File: config.mk
export PLATFORM = sky130hd
export DESIGN_NAME = ebw_ctrl
export DESIGN_NICKNAME = d
export VERILOG_FILES = /design/src/inc/ebw_pkg.sv /design/src/core/ebw_ctrl.sv
export SDC_FILE = /design/constraint.sdc
export NUM_CORES = 1
export LEC_CHECK = 0
export ABC_AREA = 1
export BUFFER_PORTS_ARGS = -buffer_cell sky130_fd_sc_hd__clkbuf_2
export CAP_MARGIN = 25
export CELL_PAD_IN_SITES_DETAIL_PLACEMENT = 0
export CELL_PAD_IN_SITES_GLOBAL_PLACEMENT = 1
export CORE_MARGIN = 2
export CORE_UTILIZATION = 28
export CTS_CLUSTER_DIAMETER = 40
export CTS_CLUSTER_SIZE = 25
export DETAILED_ROUTE_END_ITERATION = 8
export HOLD_SLACK_MARGIN = 0.08
export MAX_ROUTING_LAYER = met4
export PLACE_DENSITY = 0.61
export SLEW_MARGIN = 25
export SYNTH_ARGS = -nofsm -noshare
export SYNTH_HDL_FRONTEND = slang
export SYNTH_SLANG_ARGS = --single-unit
File: constraint.sdc
create_clock -name hclk -period 4.3 [get_ports hclk]
set_input_delay 0.86 -clock hclk [delete_from_list [all_inputs] [get_ports hclk]]
set_output_delay 0.86 -clock hclk [all_outputs]
set_load 0.03 [all_outputs]
File: src/inc/ebw_pkg.sv
`default_nettype none
package ebw_pkg;
  // Register byte offsets
  localparam logic [7:0] OFS_TIMING = 8'h00;
  localparam logic [7:0] OFS_ADDR   = 8'h04;
  localparam logic [7:0] OFS_WDATA  = 8'h08;
  localparam logic [7:0] OFS_CTRL   = 8'h0c;
  localparam logic [7:0] OFS_STATUS = 8'h10;
  localparam logic [7:0] OFS_RDATA  = 8'h14;

  // zone_timing_config field positions
  localparam int RD_LEAD_LSB   = 0;
  localparam int RD_ACT_LSB    = 2;
  localparam int RD_TRAIL_LSB  = 5;
  localparam int READY_EN_BIT  = 7;
  localparam int DOUBLING_BIT  = 8;
  localparam int WR_LEAD_LSB   = 9;
  localparam int WR_ACT_LSB    = 11;
  localparam int WR_TRAIL_LSB  = 14;
  localparam int STYLE_BIT     = 16;
  localparam int TIMING_W      = 17;

  // Control and status bits
  localparam int CTRL_START_BIT = 0;
  localparam int CTRL_WRITE_BIT = 1;
  localparam int STAT_BUSY_BIT  = 0;
  localparam int STAT_DONE_BIT  = 1;

  localparam logic [TIMING_W-1:0] TIMING_RST = 17'h0c9ff;
  localparam logic [18:0]         ADDR_RST   = 19'h00000;

  localparam int ADDR_W = 19;
  localparam int DATA_W = 16;
  localparam int CNT_W  = 8;

  // Async ready samples this many timing clocks early
  localparam logic [7:0] ASYNC_EARLY = 8'h02;

  typedef enum logic [2:0] {
    ST_IDLE   = 3'b000,
    ST_ALIGN  = 3'b001,
    ST_LEAD   = 3'b010,
    ST_ACTIVE = 3'b011,
    ST_TRAIL  = 3'b100
  } ebw_state_t;
endpackage : ebw_pkg
`default_nettype wire

File: src/core/ebw_ctrl.sv
`timescale 1ns/1ps
`default_nettype none
// Functional notes
// - Each access begins its lead period on a rising bus clock edge.
// - Alignment cycles hold every strobe and control line inactive.
// - Idle and alignment cycles keep the last address on the bus.
// - Async read: first ready sample two cycles before lead plus active end.
// - Sync write: first ready sample after write lead plus active cycles.
// - Async write: first ready sample two cycles before lead plus active end.
// - Ready high at a sample completes; far side holds ready low to stretch.
// - Ready low is resampled every cycle, holding the lead or active period until high.
// - Style 1 selects async sampling, 0 sync; ready enable must be 1.
// - Sync read: first ready sample after read lead plus active cycles.
module ebw_ctrl (
  // AHB-Lite slave
  input  wire logic        hclk,
  input  wire logic        hresetn,
  input  wire logic        hsel,
  input  wire logic [31:0] haddr,
  input  wire logic [1:0]  htrans,
  input  wire logic        hwrite,
  input  wire logic [2:0]  hsize,
  input  wire logic [31:0] hwdata,
  input  wire logic        hready,
  output logic             hreadyout,
  output logic             hresp,
  output logic [31:0]      hrdata,
  // External bus pins
  output logic             bus_clock_output,
  output logic [18:0]      ext_addr,
  output logic [15:0]      ext_data_out,
  output logic             ext_data_oe,
  input  wire logic [15:0] ext_data_in,
  output logic             chip_select_n,
  output logic             read_strobe_n,
  output logic             write_strobe_n,
  output logic             read_not_write_line,
  input  wire logic        external_ready_in
);

  function automatic logic [7:0] span(input logic [2:0] v, input logic dbl);
    span = dbl ? {4'h0, v, 1'b0} : {5'h00, v};
  endfunction : span

  // ---------------- Register bus ----------------
  logic [ebw_pkg::TIMING_W-1:0] timing_q, timing_d;
  logic [18:0] addr_reg_q, addr_reg_d;
  logic [15:0] wdata_q, wdata_d;
  logic [15:0] rdata_q, rdata_d;
  logic        wr_cmd_q, wr_cmd_d;
  logic        pend_q, pend_d;
  logic        done_q, done_d;
  logic        dph_wr_q, dph_wr_d;
  logic [7:0]  dph_ofs_q, dph_ofs_d;
  logic [31:0] hrdata_q, hrdata_d;
  logic        finish;
  logic        busy;
  logic        start_acc;
  logic        aphase;

  assign hreadyout = 1'b1;
  assign hresp     = 1'b0;
  assign hrdata    = hrdata_q;
  assign aphase    = hsel && hready && htrans[1];

  always_comb begin
    timing_d   = timing_q;
    addr_reg_d = addr_reg_q;
    wdata_d    = wdata_q;
    wr_cmd_d   = wr_cmd_q;
    pend_d     = pend_q;
    done_d     = done_q;
    rdata_d    = rdata_q;
    hrdata_d   = hrdata_q;
    dph_wr_d   = aphase && hwrite;
    dph_ofs_d  = aphase ? haddr[7:0] : dph_ofs_q;
    if (dph_wr_q) begin
      unique case (dph_ofs_q)
        ebw_pkg::OFS_TIMING: timing_d   = hwdata[ebw_pkg::TIMING_W-1:0];
        ebw_pkg::OFS_ADDR:   addr_reg_d = hwdata[18:0];
        ebw_pkg::OFS_WDATA:  wdata_d    = hwdata[15:0];
        ebw_pkg::OFS_CTRL: begin
          if (hwdata[ebw_pkg::CTRL_START_BIT] && !pend_q && !busy) begin
            pend_d   = 1'b1;
            wr_cmd_d = hwdata[ebw_pkg::CTRL_WRITE_BIT];
            done_d   = 1'b0;
          end
        end
        default: ;
      endcase
    end
    if (start_acc)
      pend_d = 1'b0;
    if (finish) begin
      done_d = 1'b1;
      if (!wr_cmd_q)
        rdata_d = ext_data_in;
    end
    if (aphase && !hwrite) begin
      unique case (haddr[7:0])
        ebw_pkg::OFS_TIMING: hrdata_d = {15'h0000, timing_q};
        ebw_pkg::OFS_ADDR:   hrdata_d = {13'h0000, addr_reg_q};
        ebw_pkg::OFS_WDATA:  hrdata_d = {16'h0000, wdata_q};
        ebw_pkg::OFS_CTRL:   hrdata_d = {30'h00000000, wr_cmd_q, pend_q};
        ebw_pkg::OFS_STATUS: hrdata_d = {30'h00000000, done_q,
                                         busy || pend_q};
        ebw_pkg::OFS_RDATA:  hrdata_d = {16'h0000, rdata_q};
        default:             hrdata_d = 32'h00000000;
      endcase
    end
  end

  always_ff @(posedge hclk or negedge hresetn) begin
    if (!hresetn) begin
      timing_q   <= ebw_pkg::TIMING_RST;
      addr_reg_q <= ebw_pkg::ADDR_RST;
      wdata_q    <= 16'h0000;
      rdata_q    <= 16'h0000;
      wr_cmd_q   <= 1'b0;
      pend_q     <= 1'b0;
      done_q     <= 1'b0;
      dph_wr_q   <= 1'b0;
      dph_ofs_q  <= 8'h00;
      hrdata_q   <= 32'h00000000;
    end else begin
      timing_q   <= timing_d;
      addr_reg_q <= addr_reg_d;
      wdata_q    <= wdata_d;
      rdata_q    <= rdata_d;
      wr_cmd_q   <= wr_cmd_d;
      pend_q     <= pend_d;
      done_q     <= done_d;
      dph_wr_q   <= dph_wr_d;
      dph_ofs_q  <= dph_ofs_d;
      hrdata_q   <= hrdata_d;
    end
  end

  // ---------------- Timing fields ----------------
  logic       rdy_en, style, dbl;
  logic [7:0] len_lead, len_act, len_trail, first_smp, la_sum;

  assign rdy_en = timing_q[ebw_pkg::READY_EN_BIT];
  assign style  = timing_q[ebw_pkg::STYLE_BIT];
  assign dbl    = timing_q[ebw_pkg::DOUBLING_BIT];

  always_comb begin
    if (wr_cmd_q) begin
      len_lead  = span({1'b0, timing_q[ebw_pkg::WR_LEAD_LSB +: 2]}, dbl);
      len_act   = span(timing_q[ebw_pkg::WR_ACT_LSB +: 3], dbl);
      len_trail = span({1'b0, timing_q[ebw_pkg::WR_TRAIL_LSB +: 2]}, dbl);
    end else begin
      len_lead  = span({1'b0, timing_q[ebw_pkg::RD_LEAD_LSB +: 2]}, dbl);
      len_act   = span(timing_q[ebw_pkg::RD_ACT_LSB +: 3], dbl);
      len_trail = span({1'b0, timing_q[ebw_pkg::RD_TRAIL_LSB +: 2]}, dbl);
    end
    if (len_lead == 8'h00)
      len_lead = 8'h01;
    la_sum = len_lead + len_act;
    // Async samples earlier to cover the extra synchroniser delay
    if (style && la_sum > ebw_pkg::ASYNC_EARLY)
      first_smp = la_sum - ebw_pkg::ASYNC_EARLY;
    else if (style)
      first_smp = 8'h01;
    else
      first_smp = la_sum;
  end

  // ---------------- Ready input synchroniser ----------------
  logic rs1_q, rs2_q, rs3_q, rdy_q, rdy_d;
  always_comb begin
    rdy_d = (rs2_q == rs3_q) ? rs3_q : rdy_q;
  end
  always_ff @(posedge hclk or negedge hresetn) begin
    if (!hresetn) begin
      rs1_q <= 1'b0;
      rs2_q <= 1'b0;
      rs3_q <= 1'b0;
      rdy_q <= 1'b0;
    end else begin
      rs1_q <= external_ready_in;
      rs2_q <= rs1_q;
      rs3_q <= rs2_q;
      rdy_q <= rdy_d;
    end
  end

  // ---------------- Bus clock divider and access FSM ----------------
  ebw_pkg::ebw_state_t st_q, st_d;
  logic [1:0]  div_q, div_d;
  logic        bco_q, bco_d;
  logic [7:0]  el_q, el_d, trl_q, trl_d;
  logic        acc_q, acc_d;
  logic [18:0] ea_q, ea_d;
  logic        rise;
  logic        smp_win, smp_win_q;
  logic        stall;
  logic [7:0]  el_nx;

  assign busy    = (st_q != ebw_pkg::ST_IDLE);
  assign el_nx   = el_q + 8'h01;
  assign smp_win = rdy_en && !acc_q && (el_nx >= first_smp) &&
                   (st_q == ebw_pkg::ST_LEAD || st_q == ebw_pkg::ST_ACTIVE);
  assign stall   = smp_win && !rdy_q;

  always_comb begin
    div_d     = div_q + 2'h1;
    bco_d     = dbl ? div_d[1] : div_d[0];
    rise      = bco_d && !bco_q;
    st_d      = st_q;
    el_d      = el_q;
    acc_d     = acc_q || (smp_win && rdy_q);
    ea_d      = ea_q;
    start_acc = 1'b0;
    finish    = 1'b0;
    trl_d     = (st_q == ebw_pkg::ST_TRAIL) ? trl_q + 8'h01 : 8'h00;
    unique case (st_q)
      ebw_pkg::ST_IDLE, ebw_pkg::ST_ALIGN: begin
        if (pend_q && rise) begin
          st_d      = ebw_pkg::ST_LEAD;
          start_acc = 1'b1;
          el_d      = 8'h00;
          acc_d     = 1'b0;
          ea_d      = addr_reg_q;
        end else if (pend_q) begin
          st_d = ebw_pkg::ST_ALIGN;
        end
      end
      ebw_pkg::ST_LEAD, ebw_pkg::ST_ACTIVE: begin
        if (!stall) begin
          el_d = el_nx;
          if (el_nx == la_sum)
            st_d = (len_trail == 8'h00) ? ebw_pkg::ST_IDLE
                                        : ebw_pkg::ST_TRAIL;
          else if (el_nx >= len_lead)
            st_d = ebw_pkg::ST_ACTIVE;
          if (el_nx == la_sum && len_trail == 8'h00)
            finish = 1'b1;
        end
      end
      ebw_pkg::ST_TRAIL: begin
        el_d = el_nx;
        if (el_nx == la_sum + len_trail) begin
          st_d   = ebw_pkg::ST_IDLE;
          finish = 1'b1;
        end
      end
      default: st_d = ebw_pkg::ST_IDLE;
    endcase
  end

  always_ff @(posedge hclk or negedge hresetn) begin
    if (!hresetn) begin
      st_q  <= ebw_pkg::ST_IDLE;
      div_q <= 2'h0;
      bco_q <= 1'b0;
      el_q  <= 8'h00;
      acc_q <= 1'b0;
      ea_q  <= ebw_pkg::ADDR_RST;
      trl_q <= 8'h00;
      smp_win_q <= 1'b0;
    end else begin
      st_q  <= st_d;
      div_q <= div_d;
      bco_q <= bco_d;
      el_q  <= el_d;
      acc_q <= acc_d;
      ea_q  <= ea_d;
      trl_q <= trl_d;
      smp_win_q <= smp_win;
    end
  end

  // Strobes only inside an access; address register only loads at start
  assign bus_clock_output    = bco_q;
  assign ext_addr            = ea_q;
  assign ext_data_out        = wdata_q;
  assign chip_select_n       = !(busy && st_q != ebw_pkg::ST_ALIGN);
  assign read_strobe_n       = !(st_q == ebw_pkg::ST_ACTIVE && !wr_cmd_q);
  assign write_strobe_n      = !(st_q == ebw_pkg::ST_ACTIVE && wr_cmd_q);
  assign read_not_write_line = !(!chip_select_n && wr_cmd_q);
  assign ext_data_oe         = !chip_select_n && wr_cmd_q;

  // ---------------- Assertions ----------------
  logic in_acc, first_win;
  assign in_acc    = !chip_select_n;
  assign first_win = smp_win && !smp_win_q;

  a_lead_on_rise: assert property (@(posedge hclk) disable iff (!hresetn)
    (st_q == ebw_pkg::ST_LEAD && $past(st_q) != ebw_pkg::ST_LEAD) |->
    (bco_q && !$past(bco_q)))
    else $error("access began off a bus clock rise");
  a_align_quiet: assert property (@(posedge hclk) disable iff (!hresetn)
    (st_q == ebw_pkg::ST_ALIGN || st_q == ebw_pkg::ST_IDLE) |->
    (chip_select_n && read_strobe_n && write_strobe_n &&
     read_not_write_line && !ext_data_oe))
    else $error("strobe active outside an access");
  a_addr_hold: assert property (@(posedge hclk) disable iff (!hresetn)
    !(st_q == ebw_pkg::ST_LEAD && $past(st_q) != ebw_pkg::ST_LEAD) |->
    $stable(ext_addr))
    else $error("address moved outside access start");
  a_async_rd_first: assert property (@(posedge hclk) disable iff (!hresetn)
    (first_win && style && !wr_cmd_q && la_sum > 8'h02) |->
    (el_nx == la_sum - 8'h02))
    else $error("async read first sample misplaced");
  a_sync_wr_first: assert property (@(posedge hclk) disable iff (!hresetn)
    (first_win && !style && wr_cmd_q) |-> (el_nx == la_sum))
    else $error("sync write first sample misplaced");
  a_async_wr_first: assert property (@(posedge hclk) disable iff (!hresetn)
    (first_win && style && wr_cmd_q && la_sum > 8'h02) |->
    (el_nx == la_sum - 8'h02))
    else $error("async write first sample misplaced");
  a_ready_accept: assert property (@(posedge hclk) disable iff (!hresetn)
    (smp_win && rdy_q) |=> (acc_q && st_q != ebw_pkg::ST_ALIGN))
    else $error("ready high not accepted");
  a_ready_resample: assert property (@(posedge hclk) disable iff (!hresetn)
    stall |=> ($stable(el_q) && in_acc && !acc_q))
    else $error("ready low did not extend the access");
  a_sync_rd_first: assert property (@(posedge hclk) disable iff (!hresetn)
    (first_win && !style && !wr_cmd_q) |-> (el_nx == la_sum))
    else $error("sync read first sample misplaced");
  a_ready_ignored: assert property (@(posedge hclk) disable iff (!hresetn)
    (!rdy_en && in_acc) |-> !stall)
    else $error("ready honoured while disabled");
  a_trail_full: assert property (@(posedge hclk) disable iff (!hresetn)
    (st_q == ebw_pkg::ST_TRAIL ##1 !in_acc) |-> (trl_q == len_trail))
    else $error("trail period cut short");

  c_read_sync:  cover property (@(posedge hclk) disable iff (!hresetn)
    stall && !style && !wr_cmd_q ##1 !stall ##[1:40] finish);
  c_write_async: cover property (@(posedge hclk) disable iff (!hresetn)
    stall && style && wr_cmd_q ##[1:40] finish);
  c_align:      cover property (@(posedge hclk) disable iff (!hresetn)
    st_q == ebw_pkg::ST_ALIGN ##1 st_q == ebw_pkg::ST_LEAD);
  c_no_ready:   cover property (@(posedge hclk) disable iff (!hresetn)
    !rdy_en && finish);
endmodule : ebw_ctrl
`default_nettype wire

# == Word-level counts from Yosys, hierarchy flattened ==
# Cells that the tools add are included.
# word_totals
elab_cells,149
output_inout_bits,75
inputBits,91
register_bits,150
# classes
reduce_logical,58
n_eq_ne,21
muxes,41
add_sub_neg,5
n_bitwise,1
magnitude_cmp,3
# ops
operator,n
$pmux W19 S6,1
$mux W8,5
$mux W3,13
$eq A8 B4 Y1 const B,4
$logic_not A8 Y1,4
$pmux W8 S3,1
$logic_and A1 B1 Y1,19
$add A8 B8 Y8,2
$eq A8 B3 Y1 const B,2
$eq A8 B5 Y1 const B,2
$eq A8 B8 Y1,2
$ge A8 B8 Y1,2
$mux W1,16
$mux W4,3
$reduce_and A3 Y1,4
$reduce_bool A2 Y1,6
$logic_not A1 Y1,11
$reduce_and A2 Y1,5
$pmux W3 S3,1
$add A8 B1 Y8 const B,1
$gt A8 B2 Y1 const B,1
$sub A8 B2 Y8 const B,1
$eq A3 B2 Y1 const B,2
$ne A3 B3 Y1 const B,2
other kinds (14),19

# == Depth between registers and ports, before layout ==
# Gate-level depths: netlist of the first run.
# logic_depth
depth_word,16
depth_mapped,34
ltp_nobuf,33

# == Worst setup path before layout of the first run ==
# Ideal clock, no wire load.
# synth_path
kind,register to register
startpoint,register wr_cmd_q
endpoint,register rdata_q[7]
path_buffers,3
stages_incl_launch_ff,28
setup_time_ps,117
synth_period_minus_slack_ps,4010
t_required_ps,4183
slack_ps,290
t_arrival_ps,3893
cell_sequence,dfrtp_1 -> buf_4 -> clkbuf_1 -> o21ai_0 -> inv_1 -> o21ai_0 -> inv_1 -> ha_1 -> inv_1 -> fa_1 -> inv_1 -> nor2_1 -> ha_1 -> inv_1 -> nand3_1 -> inv_1 -> nand4_1 -> ha_1 -> a21oi_1 -> o21a_1 -> nand3_1 -> nand3_1 -> nand4_2 -> nand2_4 -> nand2_4 -> buf_6 -> nand2_1 -> nand2_1
# synth_between
elab_chain_cells,14
word_cells_on_any_way,26
classes_between,3 x add/sub; 2 x order compare; 2 x eq/ne; 10 x mux; 1 x bitwise; 8 x reduce/logical
# synth_lines
element,line,source
start: declaration,ebw_ctrl.sv:50,"logic wr_cmd_q, wr_cmd_d;"
start signal: assignment,ebw_ctrl.sv:130,wr_cmd_q <= wr_cmd_d;
$mux W3,ebw_ctrl.sv:148,if (wr_cmd_q) begin
$logic_not A8 Y1,ebw_ctrl.sv:157,if (len_lead == 8'h00)
$mux W8,ebw_ctrl.sv:157,
$add A8 B8 Y8,ebw_ctrl.sv:159,la_sum = len_lead + len_act;
$gt A8 B2 Y1,ebw_ctrl.sv:161,if (style && la_sum > ebw_pkg::ASYNC_EARLY)
$logic_and A1 B1 Y1,ebw_ctrl.sv:161,
$mux W8,ebw_ctrl.sv:161,
$ge A8 B8 Y1,ebw_ctrl.sv:202,assign smp_win = rdy_en && !acc_q && (el_nx >= first_smp) &&
$logic_and A1 B1 Y1 (2 in series),ebw_ctrl.sv:202,
$logic_and A1 B1 Y1,ebw_ctrl.sv:204,assign stall = smp_win && !rdy_q;
$mux W1,ebw_ctrl.sv:230,if (!stall) begin
$pmux W1 S2,ebw_ctrl.sv:217,unique case (st_q)
$reduce_and A2 Y1 (no source line) *,n/a,
end signal: assignment,ebw_ctrl.sv:129,rdata_q <= rdata_d;
end: declaration,ebw_ctrl.sv:49,"logic [15:0] rdata_q, rdata_d;"
# Mark *: on every way between the ends. The rest lies on a longest branch, timed or not.
# A chain may end at the register's enable or synchronous reset.

# == Worst setup path in the final report of the first run ==
# layout_path
startpoint,register wr_cmd_q
endpoint,register rdata_q[6]
# The elaborated chain is that of the path after synthesis.

==> results of run 1 <==
-- cells by family after synthesis --
family / synth area share [%]
simple gates: 23.1
compound gates: 12.9
buf+inv: 9.58
flops: 48.0
fa+ha+maj: 4.19
xor+xnor: 1.31
mux: 0.785
other cells: 0.105
-- registers in the layout, indices dropped and copies added, names as in the netlist, 2 cells and up --
signal	cells
ext_data_out	16
addr_reg_q	19
el_q	8
timing_q	17
hrdata	19
div_q	2
ext_addr	19
st_q	3
dph_ofs_q	8
rdata_q	16
-- layout make-up --
class / instances / area (µm²)
clock buffers: 17 / 425
well taps: 330 / 413
multi-input cells: 590 / 3190
fillers: 2641 / 16300
repair buffers: 141 / 822
flip-flops and latches: 137 / 3440
clock inverters: 15 / 169
inverters: 117 / 447
-- placed cells by master (no fill, tap or decap), types with 6 or more instances in the layout --
| cell | synthesis | final |
|---|---|---|
| a21oi_1 | 12 | 8 |
| a22o_1 | 14 | 14 |
| buf_4 | 16 | 30 |
| clkbuf_16 | 0 | 18 |
| clkbuf_2 | 0 | 108 |
| conb_1 | 2 | 15 |
| dfrtp_1 | 125 | 124 |
| dfstp_2 | 12 | 12 |
| ha_1 | 20 | 18 |
| inv_1 | 108 | 103 |
| inv_2 | 5 | 10 |
| inv_8 | 0 | 6 |
| nand2_1 | 247 | 244 |
| nand2_2 | 9 | 12 |
| nand3_1 | 53 | 49 |
| nor2_1 | 33 | 31 |
| nor3_1 | 7 | 7 |
| o21ai_0 | 110 | 105 |
| o21ai_1 | 1 | 6 |
| o22ai_1 | 14 | 14 |
-- metrics by stage --
stage,hold slack (ns),setup slack (ns),util [%]
final,0.348,0.300,35.4
after global routing,0.356,0.00801,35.4
after detailed placement,0.335,0.0332,32.5
after floorplan,0.331,0.290,-
after global placement,0.336,0.0425,32.5
after CTS,0.351,0.0276,34.9
-- metal layers --
metal	share of wire, %	wire, µm	vias up	global-route usage [%]
met5	0	0	-	-
met4	0.68	142	0	4.31
li1	-	-	3060	-
met1	49	10300	2772	23.0
met3	3.0	628	7	2.58
met2	47	9760	96	25.0
-- critical path: stages (launching register included) --
cell and delay, ns:
dfrtp_2 0.47, buf_4 0.17, o21ai_0 0.15, inv_1 0.07, nor2_1 0.10, ha_2 0.20
inv_2 0.05, fa_2 0.35, nand2_1 0.08, nand2_1 0.08, nand2_2 0.10, nor2_2 0.04
ha_1 0.16, inv_1 0.09, nand3_4 0.10, inv_2 0.07, nand4_1 0.12, ha_1 0.32
nand2_1 0.07, nor2_1 0.14, nand4_1 0.12, nand3_2 0.14, nand3_4 0.12, nand4_4 0.12
nand2_4 0.13, clkbuf_16 0.20, nand3_1 0.08, nand2_1 0.06
-- repair_timing --
item,CTS,global route
endpoints found under the setup margin,0,28
gates resized for setup,0,29
buffers inserted,0,0
-- worst max path at each step --
stage,start,endpoint,cells past startpoint
after floorplan,wr_cmd_q,rdata_q[7],27
after global placement,timing_q[1],rdata_q[11],25
after detailed placement,wr_cmd_q,rdata_q[9],30
after CTS,wr_cmd_q,rdata_q[9],30
after global routing,wr_cmd_q,rdata_q[6],29
final,wr_cmd_q,rdata_q[6],27
-- power breakdown --
group          total, mW  internal [mW]  switching [mW]
logic               1.71          0.674            1.04
registers           1.53           1.43          0.0990
clock network       1.47          0.785           0.686
==> run summary, run 1 <==
Asr flop ratio synth: 100%
Clock latency on the worst-skew pair: 0.43 ns
Cell count after synthesis: 873
RSZ-0062 raised after global routing: no
Port bufs: 109
Maxcap violations: 0
Crit path kind: flop to flop
# setup viols final: 0
Synthesized flop and latch total: 137
Reg2reg setup slack: 0.30 ns
H-tree depth: 4
Hold endpoint: rs2_q
Placed instance area: 8190 µm²
Crit path required time: 4.62 ns
DRT iter0 DRCs: 283
DP Cell Count: 1313
CTS Buffer Depth: 2
CORE AREA: 25200 µm²
Final Instance Area: 8910 µm²
Area growth from synthesis to layout: 24.2%
# clock sinks: 137
GRT Residual Overflow: 0
Clock Skew: 0.0115 ns
Num ports: 166
Fmax: 0.250 GHz
Reg2reg path depth: 27
Synth area leader: dfrtp_1
Top FF cell, synth: dfrtp_1
Hold depth: 0
Vias in the first global route: 5795
Worst-path maximum fanout: 8
Pwr/cell area: 529 nW/µm²
Ant diodes: 0
Die area: 26900 µm²
CTS clock-pin slew for the worst setup and hold paths: 0.07 ns
Post-DR wirelength/cell: 15.4 µm
Netlist cell types: 47
DRC violations left: 0
Layout Cells excl Fill: 1347
Chip Width: 164 µm
Dpl hpwl: 15.4 mm
Final worst path period need: 4.00 ns
TNS Setup: 0 ns
Gpl congestion: 0.818
Root Buffer: clkbuf_16
# hold bufs at CTS: 0
Peak supply drop: 0.232 mV
Number of vias per cell: 4.41
Outcome: finished, final reports clean
Vias: 5935
Top cells by area, synth: dfrtp_1 44%, nand2_1 13%, o21ai_0 7.7%, inv_1 5.7%, dfstp_2 4.4%
Post-Route WL: 20.8 mm
Lkg Pwr: 4.87 nW
CTS Buf Count: 17
Die height: 164 µm
Most frequent cell after synthesis: nand2_1
Initial core utilization: 28.5%
R2r startpoint: wr_cmd_q
Row count: 58
Max_slew headroom: 37.4%
Synth warn: 0
Top-area cell type share of the netlist area: 43.6%
Part of the cycle the worst path needs: 93.0%
CTS tree: done
Worst EP arrival: 4.32 ns
Power, Total: 4.72 mW
Syn Area/Cell: 8.21 µm²
Hold Fails Final Rpt: 0
Worst Hold Launch: rs1_q
Sequential element share of the synthesized area: 48.0%
Post-Syn Area: 7170 µm²
Top cells by count, synth: 247 x nand2_1, 125 x dfrtp_1, 110 x o21ai_0
First-pass GRT wire length: 32.5 mm
Worst R2R End: rdata_q[6]
DR pass1 iterations: 4
Worst setup SP type: flop
Post-synth EDFFs: 0
CP Capture Type: flop
Layout cell share with drive strength beyond 1: 24.7%
Total track usage: 16.5%
Tightest Hold Check Type: flop to flop
Slew Viols, Final: 0
ANT nets after route: 0
Least-Margin Pin Slew: 0.938 ns
Final nets: 1117
Initial antenna violation count: 0
Maximum number of pins on one net before global-route repair: 96
No activity file was read; power rests on OpenSTA's default activity.
==> run 2, diff against run 1 <==
--- a/config.mk
+++ b/config.mk
@@ -17,7 +17,7 @@
 export DETAILED_ROUTE_END_ITERATION = 8
 export HOLD_SLACK_MARGIN = 0.08
 export MAX_ROUTING_LAYER = met4
-export PLACE_DENSITY = 0.61
+export PLACE_DENSITY = 0.58
 export SLEW_MARGIN = 25
 export SYNTH_ARGS = -nofsm -noshare
 export SYNTH_HDL_FRONTEND = slang
==> run 2 against run 1 <==
Flip-flop and latch count stayed put. Via count hardly changed. Clock-buffer cell count stayed put. Sequential share of layout area is 0.15 points lower. Clock power is 5% lower. Wire length is 0.52% higher. Worst setup slack worse by 0.022 ns. Hold slack hardly changed. Clock skew is 0.0027 ns higher. Largest power group unchanged. Highest routed layer unchanged.
==> run summary, run 2 (same netlist as run 1, synthesis figures left out) <==
Outcome: finished, final reports clean (unchanged)
Gpl congestion: 0.788 (was 0.818)
Clock share of power: 29.7% (was 31.2%)
Clock Skew: 0.0142 ns (was 0.0115 ns)
# setup viols final: 0 (unchanged)
Root Buffer: clkbuf_16 (unchanged)
Initial antenna violation count: 0 (unchanged)
DRC violations left: 0 (unchanged)
Lkg Pwr: 4.89 nW (was 4.87 nW)
Die area: 26900 µm² (unchanged)
Tightest Hold Check Type: flop to flop (unchanged)
FF/Latch Area: 3440 µm² (unchanged)
CORE AREA: 25200 µm² (unchanged)
Part of the cycle the worst path needs: 93.6% (was 93.0%)
P_sw: 1.79 mW (was 1.82 mW)
Max incr delay on CP: 0.45 ns (was 0.47 ns)
ANT nets after route: 0 (unchanged)
Final worst path period need: 4.02 ns (was 4.00 ns)
Area taken by multi-input logic gates: 3180 µm² (was 3190 µm²)
CTS Buf Count: 17 (unchanged)
Maximum number of pins on one net before global-route repair: 100 (was 96)
Number of vias per cell: 4.38 (was 4.41)
Worst-path maximum fanout: 8 (unchanged)
Num ports: 166 (unchanged)
Port bufs: 109 (unchanged)
Vias: 5933 (was 5935)
Clock latency on the worst-skew pair: 0.43 ns (about the same)
First-pass GRT wire length: 33.4 mm (was 32.5 mm)
Least-Margin Pin Slew: 0.962 ns (was 0.938 ns)
Ant diodes: 0 (unchanged)
Slew Viols, Final: 0 (unchanged)
Area growth from synthesis to layout: 24.7% (was 24.2%)
CTS clock-pin slew for the worst setup and hold paths: 0.07 ns (about the same)
Met3 WL: 448 µm (was 628 µm)
Vias in the first global route: 5919 (was 5795)
Maxcap violations: 0 (unchanged)
Final nets: 1124 (was 1117)
H-tree depth: 4 (unchanged)
Part of the power in combinational logic: 37.6% (was 36.3%)
Die height: 164 µm (unchanged)
DR top layer: met4 (unchanged)
Post-DR wirelength/cell: 15.4 µm (about the same)
Worst path bufs/invs: 8 (was 6)
Fmax: 0.249 GHz (was 0.250 GHz)
Dpl hpwl: 15.6 mm (was 15.4 mm)
Row count: 58 (unchanged)
Worst EP arrival: 4.39 ns (was 4.32 ns)
DRT iter0 DRCs: 310 (was 283)
Int Power: 2.90 mW (was 2.89 mW)
Most frequent cells in the layout: 246 x nand2_1, 124 x dfrtp_1, 108 x clkbuf_2, 106 x o21ai_0, 103 x inv_1 (was 244 x nand2_1, 124 x dfrtp_1, 108 x clkbuf_2, 105 x o21ai_0, 103 x inv_1)
Chip Width: 164 µm (unchanged)
CTS tree: done (unchanged)
Hold Fails Final Rpt: 0 (unchanged)
DR pass1 iterations: 5 (was 4)
Met1 WL: 10.5 mm (was 10.3 mm)
Commonest non-fill, non-tap cell in the layout: nand2_1 (unchanged)
CP Capture Type: flop (unchanged)
Seq pwr share: 32.7% (was 32.5%)
Pwr/cell area: 526 nW/µm² (was 529 nW/µm²)
Peak supply drop: 0.191 mV (was 0.232 mV)
Utilization after layout: 35.5% (was 35.4%)
Crit path kind: flop to flop (unchanged)
Layout cell share with drive strength beyond 1: 25.2% (was 24.7%)
CTS Buffer Depth: 2 (unchanged)
Max_slew headroom: 35.5% (was 37.4%)
Initial core utilization: 28.5% (unchanged)
Post-Route WL: 20.9 mm (was 20.8 mm)
GRT Residual Overflow: 0 (unchanged)
Crit path required time: 4.67 ns (was 4.62 ns)
# clock sinks: 137 (unchanged)
Switch share: 38.2% (was 38.7%)
Slowest cell on the critical path: dfrtp_2 (unchanged)
Worst setup SP type: flop (unchanged)
Total track usage: 16.8% (was 16.5%)
Fill count: 2674 (was 2641)
CP delay by family, top: simple AND/OR/NAND/NOR gates (unchanged)
Power, Total: 4.70 mW (was 4.72 mW)
DR WL met2: 9.76 mm (about the same)
==> run 2: stage by stage <==
stage | hold slack, ns | cells | setup TNS, ns | worst slack, ns | instance area [µm²]
3_3_place_gp | 0.333 | 1318 | -0.0273 | -0.0113 | 8240
5_1_grt | 0.368 | 1354 | -0.0141 | -0.00622 | 8940
6_report | 0.348 | 1354 | 0 | 0.277 | 8940
2_1_floorplan | 0.331 | 886 | 0 | 0.290 | 7220
4_1_cts | 0.350 | 1350 | 0 | 0.0124 | 8800
3_5_place_dp | 0.336 | 1318 | -0.0402 | -0.0212 | 8240
==> run 2: power by group through the flow <==
stage | Clock (mW) | Sequential (mW) | Combinational [mW]
after floorplan | 0 | 1.63 | 1.03
after global placement | 0 | 1.56 | 1.68
after detailed placement | 0 | 1.56 | 1.69
after CTS | 1.44 | 1.54 | 1.70
after global routing | 1.51 | 1.55 | 2.01
final | 1.40 | 1.54 | 1.77
==> run 2: cell type report <==
class | instances | area share [%]
clock buffer | 17 | 4.76
clock inverter | 15 | 1.50
sequential | 137 | 38.5
tap | 330 | 4.62
timing repair buffer | 149 | 10.0
inverter | 117 | 5.00
multi-input combinational | 589 | 35.6
==> run 2: path summary, 6_finish.rpt <==
kind / slack [ns] / start / depth (start not counted) / to
min in group asynchronous: 0.51 / hresetn / 1 / ext_addr[12]
max in group asynchronous: 3.06 / hresetn / 2 / wr_cmd_q
setup / recovery: 0.28 / wr_cmd_q / 27 / rdata_q[2]
hold reg to reg: 0.35 / rs1_q / 0 / rs2_q
setup reg to reg: 0.28 / wr_cmd_q / 27 / rdata_q[2]
hold / removal: 0.35 / rs1_q / 0 / rs2_q
==> run 2: repair_timing <==
action                                  in CTS  in global routing
hold buffers                                 0                  0
gates resized for setup                      2                 25
gates cloned                                 0                  1
buffers inserted                             0                  3
pin swaps                                    0                  4
endpoints found under the setup margin      15                 28
==> run 2: routing by layer <==
| layer | up-vias | track usage (%) |
|---|---|---|
| met5 | - | - |
| met4 | 0 | 3.95 |
| met3 | 12 | 2.60 |
| met2 | 79 | 25.9 |
| met1 | 2770 | 23.4 |
| li1 | 3072 | - |
==> run 3, diff against run 2 <==
--- a/config.mk
+++ b/config.mk
@@ -6,7 +6,6 @@
 export NUM_CORES = 1
 export LEC_CHECK = 0
 export ABC_AREA = 1
-export BUFFER_PORTS_ARGS = -buffer_cell sky130_fd_sc_hd__clkbuf_2
 export CAP_MARGIN = 25
 export CELL_PAD_IN_SITES_DETAIL_PLACEMENT = 0
 export CELL_PAD_IN_SITES_GLOBAL_PLACEMENT = 1
@@ -15,9 +14,10 @@
 export CTS_CLUSTER_DIAMETER = 40
 export CTS_CLUSTER_SIZE = 25
 export DETAILED_ROUTE_END_ITERATION = 8
+export DONT_BUFFER_PORTS = 1
 export HOLD_SLACK_MARGIN = 0.08
 export MAX_ROUTING_LAYER = met4
-export PLACE_DENSITY = 0.58
+export PLACE_DENSITY = 0.5
 export SLEW_MARGIN = 25
 export SYNTH_ARGS = -nofsm -noshare
 export SYNTH_HDL_FRONTEND = slang
==> run 3 against run 2 <==
Sequential share of layout area increased by 2.4 points. First-iteration DRC count increased by 14%. Non-clock buffer count decreased by 109. Combinational power decreased by 9.6%. Final area decreased by 5.9%. Via count decreased by 4.7%. Highest routed layer unchanged.
==> run summary, run 3 (same netlist as run 1, synthesis figures left out) <==
Worst Hold Margin: 0.131 ns (was 0.348 ns)
Root Buffer: clkbuf_16 (unchanged)
CTS clock-pin slew for the worst setup and hold paths: 0.06 ns (was 0.07 ns)
Final worst path period need: 3.99 ns (was 4.02 ns)
Pwr/cell area: 555 nW/µm² (was 526 nW/µm²)
Maximum number of pins on one net before global-route repair: 138 (was 100)
Fill count: 2699 (was 2674)
CORE AREA: 25200 µm² (unchanged)
Final nets: 1016 (was 1124)
Number of vias per cell: 4.54 (was 4.38)
Post-Route WL: 21.5 mm (was 20.9 mm)
Max incr delay on CP: 0.44 ns (was 0.45 ns)
Most frequent CP cell: nand2_1
First-pass GRT wire length: 33.5 mm (was 33.4 mm)
Die height: 164 µm (unchanged)
Worst EP arrival: 4.31 ns (was 4.39 ns)
R2r startpoint: wr_cmd_q (unchanged)
Placed instance area: 7680 µm² (was 8240 µm²)
Crit path kind: flop to flop (unchanged)
Max_slew headroom: 44.0% (was 35.5%)
Num ports: 166 (unchanged)
Die area: 26900 µm² (unchanged)
DR pass1 iterations: 5 (unchanged)
GRT Residual Overflow: 0 (unchanged)
FF/Latch Area: 3440 µm² (unchanged)
Layout Cells excl Fill: 1245 (was 1354)
Slew Viols, Final: 0 (unchanged)
Dpl hpwl: 15.8 mm (was 15.6 mm)
Fmax: 0.250 GHz (was 0.249 GHz)
Power, Total: 4.66 mW (was 4.70 mW)
Area taken by multi-input logic gates: 3220 µm² (was 3180 µm²)
Total track usage: 17.1% (was 16.8%)
# setup viols final: 0 (unchanged)
CTS Buffer Depth: 2 (unchanged)
Least-Margin Pin Slew: 0.839 ns (was 0.962 ns)
Port bufs: 0 (was 109)
Clock Skew: 0.0111 ns (was 0.0142 ns)
CTS Buf Count: 17 (unchanged)
Row count: 58 (unchanged)
CP Capture Type: flop (unchanged)
H-tree depth: 4 (unchanged)
Clock latency on the worst-skew pair: 0.43 ns (about the same)
Gpl congestion: 0.764 (was 0.788)
Final Instance Area: 8410 µm² (was 8940 µm²)
Initial antenna violation count: 0 (unchanged)
Reg2reg path depth: 29 (was 27)
Worst-path maximum fanout: 8 (unchanged)
Crit path required time: 4.62 ns (was 4.67 ns)
# clock sinks: 137 (unchanged)
Peak supply drop: 0.235 mV (was 0.191 mV)
Outcome: finished, final reports clean (unchanged)
Hold Fails Final Rpt: 0 (unchanged)
Layout cell share with drive strength beyond 1: 16.9% (was 25.2%)
Area growth from synthesis to layout: 17.3% (was 24.7%)
Slowest cell on the critical path: dfrtp_2 (unchanged)
DRT iter0 DRCs: 352 (was 310)
CTS tree: done (unchanged)
Post-DR wirelength/cell: 17.3 µm (was 15.4 µm)
Final WS setup: 0.307 ns (was 0.277 ns)
Vias in the first global route: 5691 (was 5919)
Pre-CTS WS: 0.0122 ns (was -0.0212 ns)
Vias: 5655 (was 5933)
Commonest non-fill, non-tap cell in the layout: nand2_1 (unchanged)
DRC violations left: 0 (unchanged)
Tightest Hold Check Type: input port to async pin (was flop to flop)
Maxcap violations: 0 (unchanged)
Ant diodes: 0 (unchanged)
Worst R2R End: rdata_q[5] (was rdata_q[2])
Initial core utilization: 28.5% (unchanged)
Reg2reg setup slack: 0.31 ns (was 0.28 ns)
Part of the cycle the worst path needs: 92.9% (was 93.6%)
Worst setup SP type: flop (unchanged)
Most frequent cells in the layout: 242 x nand2_1, 124 x dfrtp_1, 102 x o21ai_0, 101 x inv_1, 50 x nand3_1 (was 246 x nand2_1, 124 x dfrtp_1, 108 x clkbuf_2, 106 x o21ai_0, 103 x inv_1)
ANT nets after route: 0 (unchanged)
DP Cell Count: 1210 (was 1318)
Lkg Pwr: 4.41 nW (was 4.89 nW)
Chip Width: 164 µm (unchanged)
run 3: cell types whose count changed in the layout (fill, tap and decap cells not counted), moves of 3 or more:
cell,delta
nand2_1,-4
inv_2,+3
clkbuf_2,-108
o21ai_0,-4
nand2_2,+4
o21ai_1,+5
run 3: how the worst max path moves through the flow:
stage	from	endpoint	slack, ns	depth (start not counted)
final	wr_cmd_q	rdata_q[5]	0.31	29
after global placement	timing_q[1]	el_q[6]	0.02	24
after floorplan	wr_cmd_q	rdata_q[7]	0.29	27
after global routing	wr_cmd_q	rdata_q[5]	-0.002	29
after detailed placement	timing_q[1]	el_q[6]	0.01	24
after CTS	timing_q[1]	el_q[6]	0.05	24
run 3: worst max-delay path, delay by kind of cell, from the launching register on:
family | cells | cell delay (ns)
buffers and inverters | 6 | 0.61
flip-flops | 1 | 0.44
AND/OR/NAND/NOR | 18 | 1.69
AO/OA/AOI/OAI | 1 | 0.06
adder cells (fa/ha/maj) | 4 | 1.06
run 3: area by class of cell:
type                            instances  share of cell area [%]
Tap cell                              330                    4.91
Inverter                              117                    5.31
Sequential cell                       137                    41.0
Timing Repair Buffer                   40                    3.93
Clock buffer                           19                    5.15
Clock inverter                         12                    1.40
Multi-Input combinational cell        590                    38.3
run 3: metal layers:
layer | share of wire (%) | routed length (µm) | vias to the layer above | global-route usage (%)
met5 | 0 | 0 | - | -
met4 | 1.1 | 242 | 0 | 4.19
met3 | 5.2 | 1110 | 15 | 3.51
met2 | 45 | 9750 | 115 | 25.8
met1 | 48 | 10400 | 2667 | 23.7
li1 | - | - | 2858 | -
run 3: per-stage QoR:
stage,util (%),setup TNS [ns]
3_3_place_gp,30.5,0
3_5_place_dp,30.5,0
2_1_floorplan,-,0
6_report,33.4,0
5_1_grt,33.4,-0.00285
4_1_cts,32.7,0
run 3: repair_timing:
action / in CTS / in global routing
setup endpoints to repair: 2 / 28
resized for setup: 1 / 42
pin swaps: 0 / 15
buffers inserted: 0 / 2
hold buffers: 0 / 0
cloned: 0 / 2
run 3: power by group:
| part | total, mW | switching [mW] | internal (mW) |
|---|---|---|---|
| combinational | 1.60 | 0.919 | 0.679 |
| clock | 1.42 | 0.617 | 0.800 |
| sequential | 1.65 | 0.214 | 1.43 |
| total | 4.66 | 1.75 | 2.91 |
